<file path="config.mk">
export PLATFORM = sky130hd
export DESIGN_NAME = dosd_detect
export DESIGN_NICKNAME = d
export VERILOG_FILES = /design/src/include/dosd_pkg.sv /design/src/dosd_timer.sv /design/src/dosd_detect.sv
export VERILOG_INCLUDE_DIRS = /design/src /design/src/include
export SDC_FILE = /design/constraint.sdc
export NUM_CORES = 1
export LEC_CHECK = 0
export ABC_AREA = 1
export BUFFER_PORTS_ARGS = -buffer_cell sky130_fd_sc_hd__buf_2
export CORE_UTILIZATION = 44
export DETAILED_ROUTE_END_ITERATION = 12
export GPL_ROUTABILITY_DRIVEN = 0
export HOLD_SLACK_MARGIN = 0.15
export PLACE_DENSITY = 0.67
export SKIP_CTS_REPAIR_TIMING = 1
export SLEW_MARGIN = 20
export SYNTH_ARGS = -nofsm -noshare
export SYNTH_HDL_FRONTEND = slang
export SYNTH_SLANG_ARGS = --single-unit
</file>
<file path="constraint.sdc">
create_clock -name clk -period 9 [get_ports clk]
set_clock_uncertainty 0.15 [all_clocks]
set_input_delay 1.35 -clock clk [delete_from_list [all_inputs] [get_ports clk]]
set_output_delay 1.35 -clock clk [all_outputs]
set_load 0.1 [all_outputs]
</file>
<file path="src/include/dosd_params.svh">
// Constants for the drive output signal detect block.
// Assumes a 20 MHz clock and settings held by the host in its own units.
`ifndef DOSD_PARAMS_SVH
`define DOSD_PARAMS_SVH

`define DOSD_CLK_HZ 20000000
`define DOSD_TICK_MS 100
`define DOSD_TICK_CYCLES (`DOSD_CLK_HZ / 1000 * `DOSD_TICK_MS)

`define DOSD_KEEP_CODE 16'h270f
`define DOSD_PCT_FULL 24'h000064
`define DOSD_NEG_OFFSET 8'h64
`define DOSD_CODE_LIMIT 8'hc8
`define DOSD_FN_UP_TO_FREQ 8'h01
`define DOSD_FN_FREQ_THR 8'h04
`define DOSD_FN_OVERCURRENT 8'h0c
`define DOSD_FN_ZERO_CURRENT 8'h0d
`define DOSD_FN_CIRCUIT_FAULT 8'h5b
`define DOSD_ZERO_HOLD_TICKS 16'h0001
`define DOSD_TERMINALS 3

`define DOSD_UP_BAND_RST 7'h0a
`define DOSD_FWD_THR_RST 16'h003c
`define DOSD_OC_LEVEL_RST 8'h96
`define DOSD_OC_RETAIN_RST 16'h0001
`define DOSD_ZERO_LEVEL_RST 8'h05
`define DOSD_ZERO_TIME_RST 16'h0005

`endif

</file>
<file path="src/include/dosd_pkg.sv">
// Types for the drive output signal detect block.
// Assumes dosd_params.svh supplies the numeric constants.
package dosd_pkg;

  typedef struct packed {
    logic brakeTransistorAlarm;
    logic groundFaultAtStart;
    logic accelOvercurrentTrip;
    logic accelTripIsGround;
    logic outputPhaseLoss;
    logic paramStorageFault;
    logic processorFault;
    logic inrushLimiterFault;
  } dosd_faults_t;

  typedef struct packed {
    logic [6:0] upToFreqBand;
    logic [15:0] forwardFreqThreshold;
    logic [15:0] reverseFreqThreshold;
    logic [7:0] overcurrentLevel;
    logic [15:0] overcurrentDelay;
    logic [15:0] overcurrentRetention;
    logic overcurrentTripSelect;
    logic [7:0] zeroCurrentLevel;
    logic [15:0] zeroCurrentTime;
  } dosd_cfg_t;

  typedef struct packed {
    logic circuitFaultFlag;
    logic upToFreqFlag;
    logic freqThresholdFlag;
    logic overcurrentDetectFlag;
    logic zeroCurrentFlag;
  } dosd_flags_t;

  typedef enum logic [1:0] {
    DOSD_OC_IDLE,
    DOSD_OC_HOLD,
    DOSD_OC_LATCH
  } dosd_oc_state_t;

endpackage : dosd_pkg

</file>
<file path="src/dosd_timer.sv">
// Saturating tick counter that qualifies a level held for a programmed time.
// Assumes tick is a one-cycle pulse from the parent.
`timescale 1ns/100ps
module dosd_timer (
  input wire logic clk,
  input wire logic rst,
  input wire logic tick,
  input wire logic active,
  input wire logic [15:0] limit,
  output logic done
);
  logic [15:0] count;
  logic [15:0] next_count;

  always_comb begin
    next_count = count;
    if (!active) begin
      next_count = 16'h0000;
    end else if (tick && count != 16'hffff) begin
      next_count = count + 16'h0001;
    end
  end

  always_ff @(posedge clk) begin
    if (rst) begin
      count <= 16'h0000;
    end else begin
      count <= next_count;
    end
  end

  assign done = active && (count >= limit);
endmodule : dosd_timer

</file>
<file path="src/dosd_detect.sv">
// Output signal detection: fault, frequency and current flags and
// terminal routing. Assumes all inputs synchronous to clk; frequencies in
// 0.1 Hz, currents and levels in percent of rated, times in 0.1 s ticks.
// What this block does
// - Circuit fault flag on listed trip causes
// - Codes 91/191 route circuit fault flag
// - Ground fault shown as accel trip counts
// - Up-to-frequency within percent band of setpoint
// - Codes 1/101 route up-to-frequency flag
// - Frequency flag at or above forward threshold
// - Reverse threshold unless 9999, then forward
// - Codes 4/104 route frequency flag
// - DC braking forces frequency flags off
// - Compare frequency before slip compensation
// - Overcurrent flag after level held delay
// - Overcurrent flag held retention time
// - Retention 9999 holds until next start
// - Trip select 1 shuts off output
// - After trip hold retention or until reset
// - Trip select change ignored while flag on
// - Codes 12/112 route overcurrent flag
// - Zero current flag after low time
// - Codes below 100 positive, 100-199 negative
// - Zero current flag held about 0.1 s
`timescale 1ns/100ps
`include "dosd_params.svh"
module dosd_detect
  import dosd_pkg::*;
#(
  parameter int TICK_CYCLES = `DOSD_TICK_CYCLES
) (
  input wire logic clk,
  input wire logic rst,
  input dosd_cfg_t cfg,
  input dosd_faults_t faults,
  input wire logic faultReset,
  input wire logic running,
  input wire logic startCmd,
  input wire logic reverseRun,
  input wire logic dcBraking,
  input wire logic [15:0] preSlipFreq,
  input wire logic [15:0] setFreq,
  input wire logic [7:0] outCurrent,
  input wire logic [7:0] runTerminalSelector,
  input wire logic [7:0] relayTerminalSelector,
  input wire logic [7:0] openCollectorSelector,
  output dosd_flags_t flags,
  output logic currentDetectFault,
  output logic outputShutoff,
  output logic [`DOSD_TERMINALS-1:0] terminalOut
);

  // Routes one flag set to a terminal by its function code
  function automatic logic dosd_route(input logic [7:0] code, input dosd_flags_t f);
    logic [7:0] base;
    logic neg;
    logic act;
    base = code;
    neg = 1'b0;
    act = 1'b0;
    if (code >= `DOSD_CODE_LIMIT) begin
      return 1'b0;
    end else if (code >= `DOSD_NEG_OFFSET) begin
      base = code - `DOSD_NEG_OFFSET;
      neg = 1'b1;
    end
    if (base == `DOSD_FN_UP_TO_FREQ) begin
      act = f.upToFreqFlag;
    end else if (base == `DOSD_FN_FREQ_THR) begin
      act = f.freqThresholdFlag;
    end else if (base == `DOSD_FN_OVERCURRENT) begin
      act = f.overcurrentDetectFlag;
    end else if (base == `DOSD_FN_ZERO_CURRENT) begin
      act = f.zeroCurrentFlag;
    end else if (base == `DOSD_FN_CIRCUIT_FAULT) begin
      act = f.circuitFaultFlag;
    end
    return neg ? !act : act;
  endfunction : dosd_route

  // Tick generator
  logic [31:0] tickCount;
  logic [31:0] next_tickCount;
  logic tick;

  always_comb begin
    tick = (tickCount == 32'(TICK_CYCLES - 1));
    next_tickCount = tick ? 32'h0 : tickCount + 32'h1;
  end

  always_ff @(posedge clk) begin
    if (rst) begin
      tickCount <= 32'h0;
    end else begin
      tickCount <= next_tickCount;
    end
  end

  // Circuit fault and frequency comparisons
  logic circuitCause;
  logic [23:0] freqDiff;
  logic [23:0] freqBand;
  logic [15:0] activeThreshold;
  dosd_flags_t next_flags;
  logic ocFlag;
  logic zeroFlag;

  always_comb begin
    circuitCause = faults.brakeTransistorAlarm || faults.groundFaultAtStart
      || faults.outputPhaseLoss || faults.paramStorageFault
      || faults.processorFault || faults.inrushLimiterFault
      || (faults.accelOvercurrentTrip && faults.accelTripIsGround);
    freqDiff = (preSlipFreq >= setFreq) ? 24'(preSlipFreq - setFreq)
                                        : 24'(setFreq - preSlipFreq);
    freqBand = 24'(setFreq) * 24'(cfg.upToFreqBand);
    activeThreshold = cfg.forwardFreqThreshold;
    if (reverseRun && cfg.reverseFreqThreshold != `DOSD_KEEP_CODE) begin
      activeThreshold = cfg.reverseFreqThreshold;
    end
    next_flags = flags;
    // Set wins over a simultaneous reset
    next_flags.circuitFaultFlag = circuitCause
      || (flags.circuitFaultFlag && !faultReset);
    next_flags.upToFreqFlag = !dcBraking
      && (freqDiff * `DOSD_PCT_FULL <= freqBand);
    next_flags.freqThresholdFlag = !dcBraking
      && (preSlipFreq >= activeThreshold);
    next_flags.overcurrentDetectFlag = ocFlag;
    next_flags.zeroCurrentFlag = zeroFlag;
  end

  always_ff @(posedge clk) begin
    if (rst) begin
      flags <= '0;
    end else begin
      flags <= next_flags;
    end
  end

  // Overcurrent detection
  logic ocOver;
  logic ocQualified;
  logic startEdge;
  logic startSeen;
  logic ocTripNow;
  dosd_oc_state_t ocState;
  dosd_oc_state_t next_ocState;
  logic [15:0] retainCount;
  logic [15:0] next_retainCount;
  logic next_currentDetectFault;
  logic next_startSeen;

  assign ocOver = running && (outCurrent >= cfg.overcurrentLevel);

  dosd_timer ocTimer (
    .clk(clk),
    .rst(rst),
    .tick(tick),
    .active(ocOver),
    .limit(cfg.overcurrentDelay),
    .done(ocQualified)
  );

  always_comb begin
    startEdge = startCmd && !startSeen;
    next_startSeen = startCmd;
    next_ocState = ocState;
    next_retainCount = retainCount;
    ocTripNow = 1'b0;
    case (ocState)
      DOSD_OC_IDLE: begin
        next_retainCount = 16'h0000;
        if (ocQualified) begin
          ocTripNow = cfg.overcurrentTripSelect;
          if (cfg.overcurrentRetention == `DOSD_KEEP_CODE) begin
            next_ocState = DOSD_OC_LATCH;
          end else begin
            next_ocState = DOSD_OC_HOLD;
          end
        end
      end
      DOSD_OC_HOLD: begin
        if (retainCount >= cfg.overcurrentRetention) begin
          next_ocState = DOSD_OC_IDLE;
        end else if (tick) begin
          next_retainCount = retainCount + 16'h0001;
        end
      end
      DOSD_OC_LATCH: begin
        if (currentDetectFault ? faultReset : startEdge) begin
          next_ocState = DOSD_OC_IDLE;
        end
      end
      default: begin
        next_ocState = DOSD_OC_IDLE;
      end
    endcase
    ocFlag = (next_ocState != DOSD_OC_IDLE);
    next_currentDetectFault = ocTripNow
      || (currentDetectFault && !faultReset);
  end

  always_ff @(posedge clk) begin
    if (rst) begin
      ocState <= DOSD_OC_IDLE;
      retainCount <= 16'h0000;
      currentDetectFault <= 1'b0;
      startSeen <= 1'b0;
    end else begin
      ocState <= next_ocState;
      retainCount <= next_retainCount;
      currentDetectFault <= next_currentDetectFault;
      startSeen <= next_startSeen;
    end
  end

  assign outputShutoff = currentDetectFault;

  // Zero current detection
  logic zeroLow;
  logic zeroQualified;
  logic [15:0] zeroHold;
  logic [15:0] next_zeroHold;

  assign zeroLow = running && (cfg.zeroCurrentLevel != 8'h00)
    && (outCurrent < cfg.zeroCurrentLevel);

  dosd_timer zeroTimer (
    .clk(clk),
    .rst(rst),
    .tick(tick),
    .active(zeroLow),
    .limit(cfg.zeroCurrentTime),
    .done(zeroQualified)
  );

  always_comb begin
    next_zeroHold = zeroHold;
    if (zeroQualified) begin
      next_zeroHold = `DOSD_ZERO_HOLD_TICKS;
    end else if (tick && zeroHold != 16'h0000) begin
      next_zeroHold = zeroHold - 16'h0001;
    end
    zeroFlag = zeroQualified || (next_zeroHold != 16'h0000);
  end

  always_ff @(posedge clk) begin
    if (rst) begin
      zeroHold <= 16'h0000;
    end else begin
      zeroHold <= next_zeroHold;
    end
  end

  // Terminal routing
  logic [7:0] selectors [`DOSD_TERMINALS];
  logic [`DOSD_TERMINALS-1:0] next_terminalOut;

  assign selectors[0] = runTerminalSelector;
  assign selectors[1] = relayTerminalSelector;
  assign selectors[2] = openCollectorSelector;

  for (genvar t = 0; t < `DOSD_TERMINALS; t++) begin : g_term
    assign next_terminalOut[t] = dosd_route(selectors[t], flags);
  end

  always_ff @(posedge clk) begin
    if (rst) begin
      terminalOut <= '0;
    end else begin
      terminalOut <= next_terminalOut;
    end
  end
endmodule : dosd_detect

</file>
==> flow_summary.ini <==
[setup_path]
cpPeakStageDelay_ns = 0.54
cp.arrival_ns = 7.50
worstPathRequired_ns = 9.09
crit_path_frequent_cell = nand2_1
rr_worst_depth = 14
crit_type = input port to flop
crit_path_start_kind = input port
cpMaxStageDelayCell = fa_1
worstPathMaxFanout = 21
critPathCaptureType = flop

[floorplanning]
dieArea_um2 = 38200
dieHeight_um = 195
die_w_um = 195
start_util_pct = 44.8
core_um2 = 36700
io_pins = 193
core.rowCount = 70

[cts]
cts.htree.levels = 3
ctsLongestPathBuffers = 2
clk_latency_ns = 0.36
cts_root_buf = clkbuf_16
clock_sinks = 108
cts_buffers = 9
cts_tree = done
path_clk_slew_ns = 0.08

[logic_synthesis]
async_reset_ff_share_pct = 0
yosys.area_share.simple_pct = 27.6
yosys.area.top_type = ha_1
synthMuxAreaShare_pct = 0.859
synth-xor-area-share_pct = 4.84
netlist_top_cells_count = nand2_1, inv_1, ha_1, nor2_1, a21oi_1
synth_compound_area_share_pct = 11.6
yosys.cell_types.count = 62
synth-adder-area-share_pct = 28.7
syn_inst = 2472
synth_ff_type = dfxtp_1
ys_warn_count = 0
synth_edf_count = 0
syn_nets = 2980
synth_top_cell_area_share_pct = 18.0
synth_top_family_by_area = adder cells
synth_top_cells_by_area = ha_1, dfxtp_1, nand2_1, inv_1, fa_1
ys_ff_latch = 108
synth_area_per_cell_um2 = 6.66
synth-seq-area-share_pct = 13.1
synth_most_common_cell = nand2_1
syn_area_um2 = 16500

[timing]
relSlewSlack_pct = 38.0
fin_tns_setup_ns = 0
hold_viol = 0
fin_hold_ws_ns = 0.317
drv_slew = 0
finalCritPeriodShare_pct = 82.3
fin_crit_ns = 7.41
fmaxAchievable_ghz = 0.135
rsz0062_at_grt = false
setup_violations = 0
worstMarginPinSlew_ns = 0.928

[run]
maxCapViolations = 0

[layout]
nets = 3127
final_cell_count_no_fill = 3092
num_antenna_cells = 0
drive_gt1_share_pct = 10.3
syn2layout_area_growth_pct = 9.65

[pwr]
power_density_nw_per_um2 = 225
ir_worst_vdd_v = 0.000258
p_leak_nw = 9.75

[detailed_routing]
dr.pass1.iters = 6
vias_per_cell = 5.17
routedWlPerCell_um = 13.9
initialDrtViolationCount = 917
ant_nets = 0
drc = 0
routed_wl_um = 43000
num_vias = 16000

[global_route]
grt_max_degree = 31
grtUsageTotal_pct = 22.8
grt_pass1_wl_um = 72400
antenna_found_initial = 0
grt_overflow = 0
grt_pass1_vias = 15500

[hold_path]
hold_depth = 1
hp-class = flop to flop

[placed_design]
dp_cells = 3076
port_buffers = 192
place_hpwl_um = 36400

[status]
outcome = completed
==> metrics by stage <==
step	setup WS, ns	area (µm²)	util, %	power [mW]
after floorplan	2.20	16500	-	2.94
after global placement	1.42	17700	48.3	3.56
after detailed placement	1.34	17700	48.3	3.64
after CTS	1.68	18000	49.2	4.09
after global routing	1.03	18000	49.2	4.64
final	1.59	18000	49.2	4.07
==> flip-flops by register name, summed over array words and instances (netlist names) <==
register,cells
terminalOut,3
ocTimer.count,16
currentDetectFault,1
tickCount,32
zeroHold,16
flags,5
zeroTimer.count,16
ocState,2
startSeen,1
retainCount,16
==> power by group <==
part / switching (mW) / internal [mW] / total (mW)
clock: 0.216 / 0.198 / 0.414
sequential: 0.00319 / 0.481 / 0.484
combinational: 1.91 / 1.26 / 3.17
==> cell families after synthesis <==
| kind of cell | after synthesis |
|---|---|
| xor gates and xnor gates | 91 |
| and+or+nand+nor | 1030 |
| adders and majority gates | 325 |
| AOI/OAI and AO/OA | 342 |
| buffers and inverters | 562 |
| DFF | 108 |
| muxes | 14 |
==> layout make-up <==
type | count | area (µm²)
flip-flops and latches | 108 | 2160
multi-input cells | 1802 | 12100
clock inverters | 7 | 80.1
inverters | 504 | 1890
fillers | 3695 | 18700
well taps | 468 | 586
clock buffers | 9 | 225
repair buffers | 194 | 976
==> final timing paths <==
check	from	slack, ns	endpoint
max reg2reg	tickCount[0]$_SDFF_PP0_	6.07	flags[0]$_SDFF_PP0_
max	setFreq[6]	1.59	flags[3]$_SDFF_PP0_
min reg2reg	tickCount[0]$_SDFF_PP0_	0.32	tickCount[0]$_SDFF_PP0_
min	tickCount[0]$_SDFF_PP0_	0.32	tickCount[0]$_SDFF_PP0_
==> cells in the final DEF, fill, tap and decap left out, types with 8 or more instances in the layout <==
master     instances
a211oi_1           8
a21o_1             8
a21oi_1          181
a31oi_1            9
buf_2            192
clkbuf_16          9
dfxtp_1          108
fa_1              88
ha_1             237
inv_1            493
inv_2              8
mux2i_1           13
nand2_1          560
nand2_2            8
nand3_1           98
nand4_1           54
nor2_1           182
nor3_1            49
nor3b_1           17
nor4_1            21
o211ai_1           8
o21ai_0           80
o21ai_1            9
xnor2_1           26
xor2_1            65
==> layer usage <==
layer  track usage, %  up-vias  routed length [µm]
li1                 -     8168                   -
met1             29.9     7437               19900
met2             40.1      317               20500
met3             2.26       51                1710
met5                0        -                   0
met4             5.72        0                 883
==> worst max-delay path, delay by kind of cell <==
family                   cells  cell delay (ns)
XOR/XNOR                     2             0.28
AND/OR/NAND/NOR             17             1.92
buffers and inverters        6             0.63
AO/OA/AOI/OAI                8             1.07
adder cells (fa/ha/maj)      6             2.24
Power figures use the tool's default switching activity.
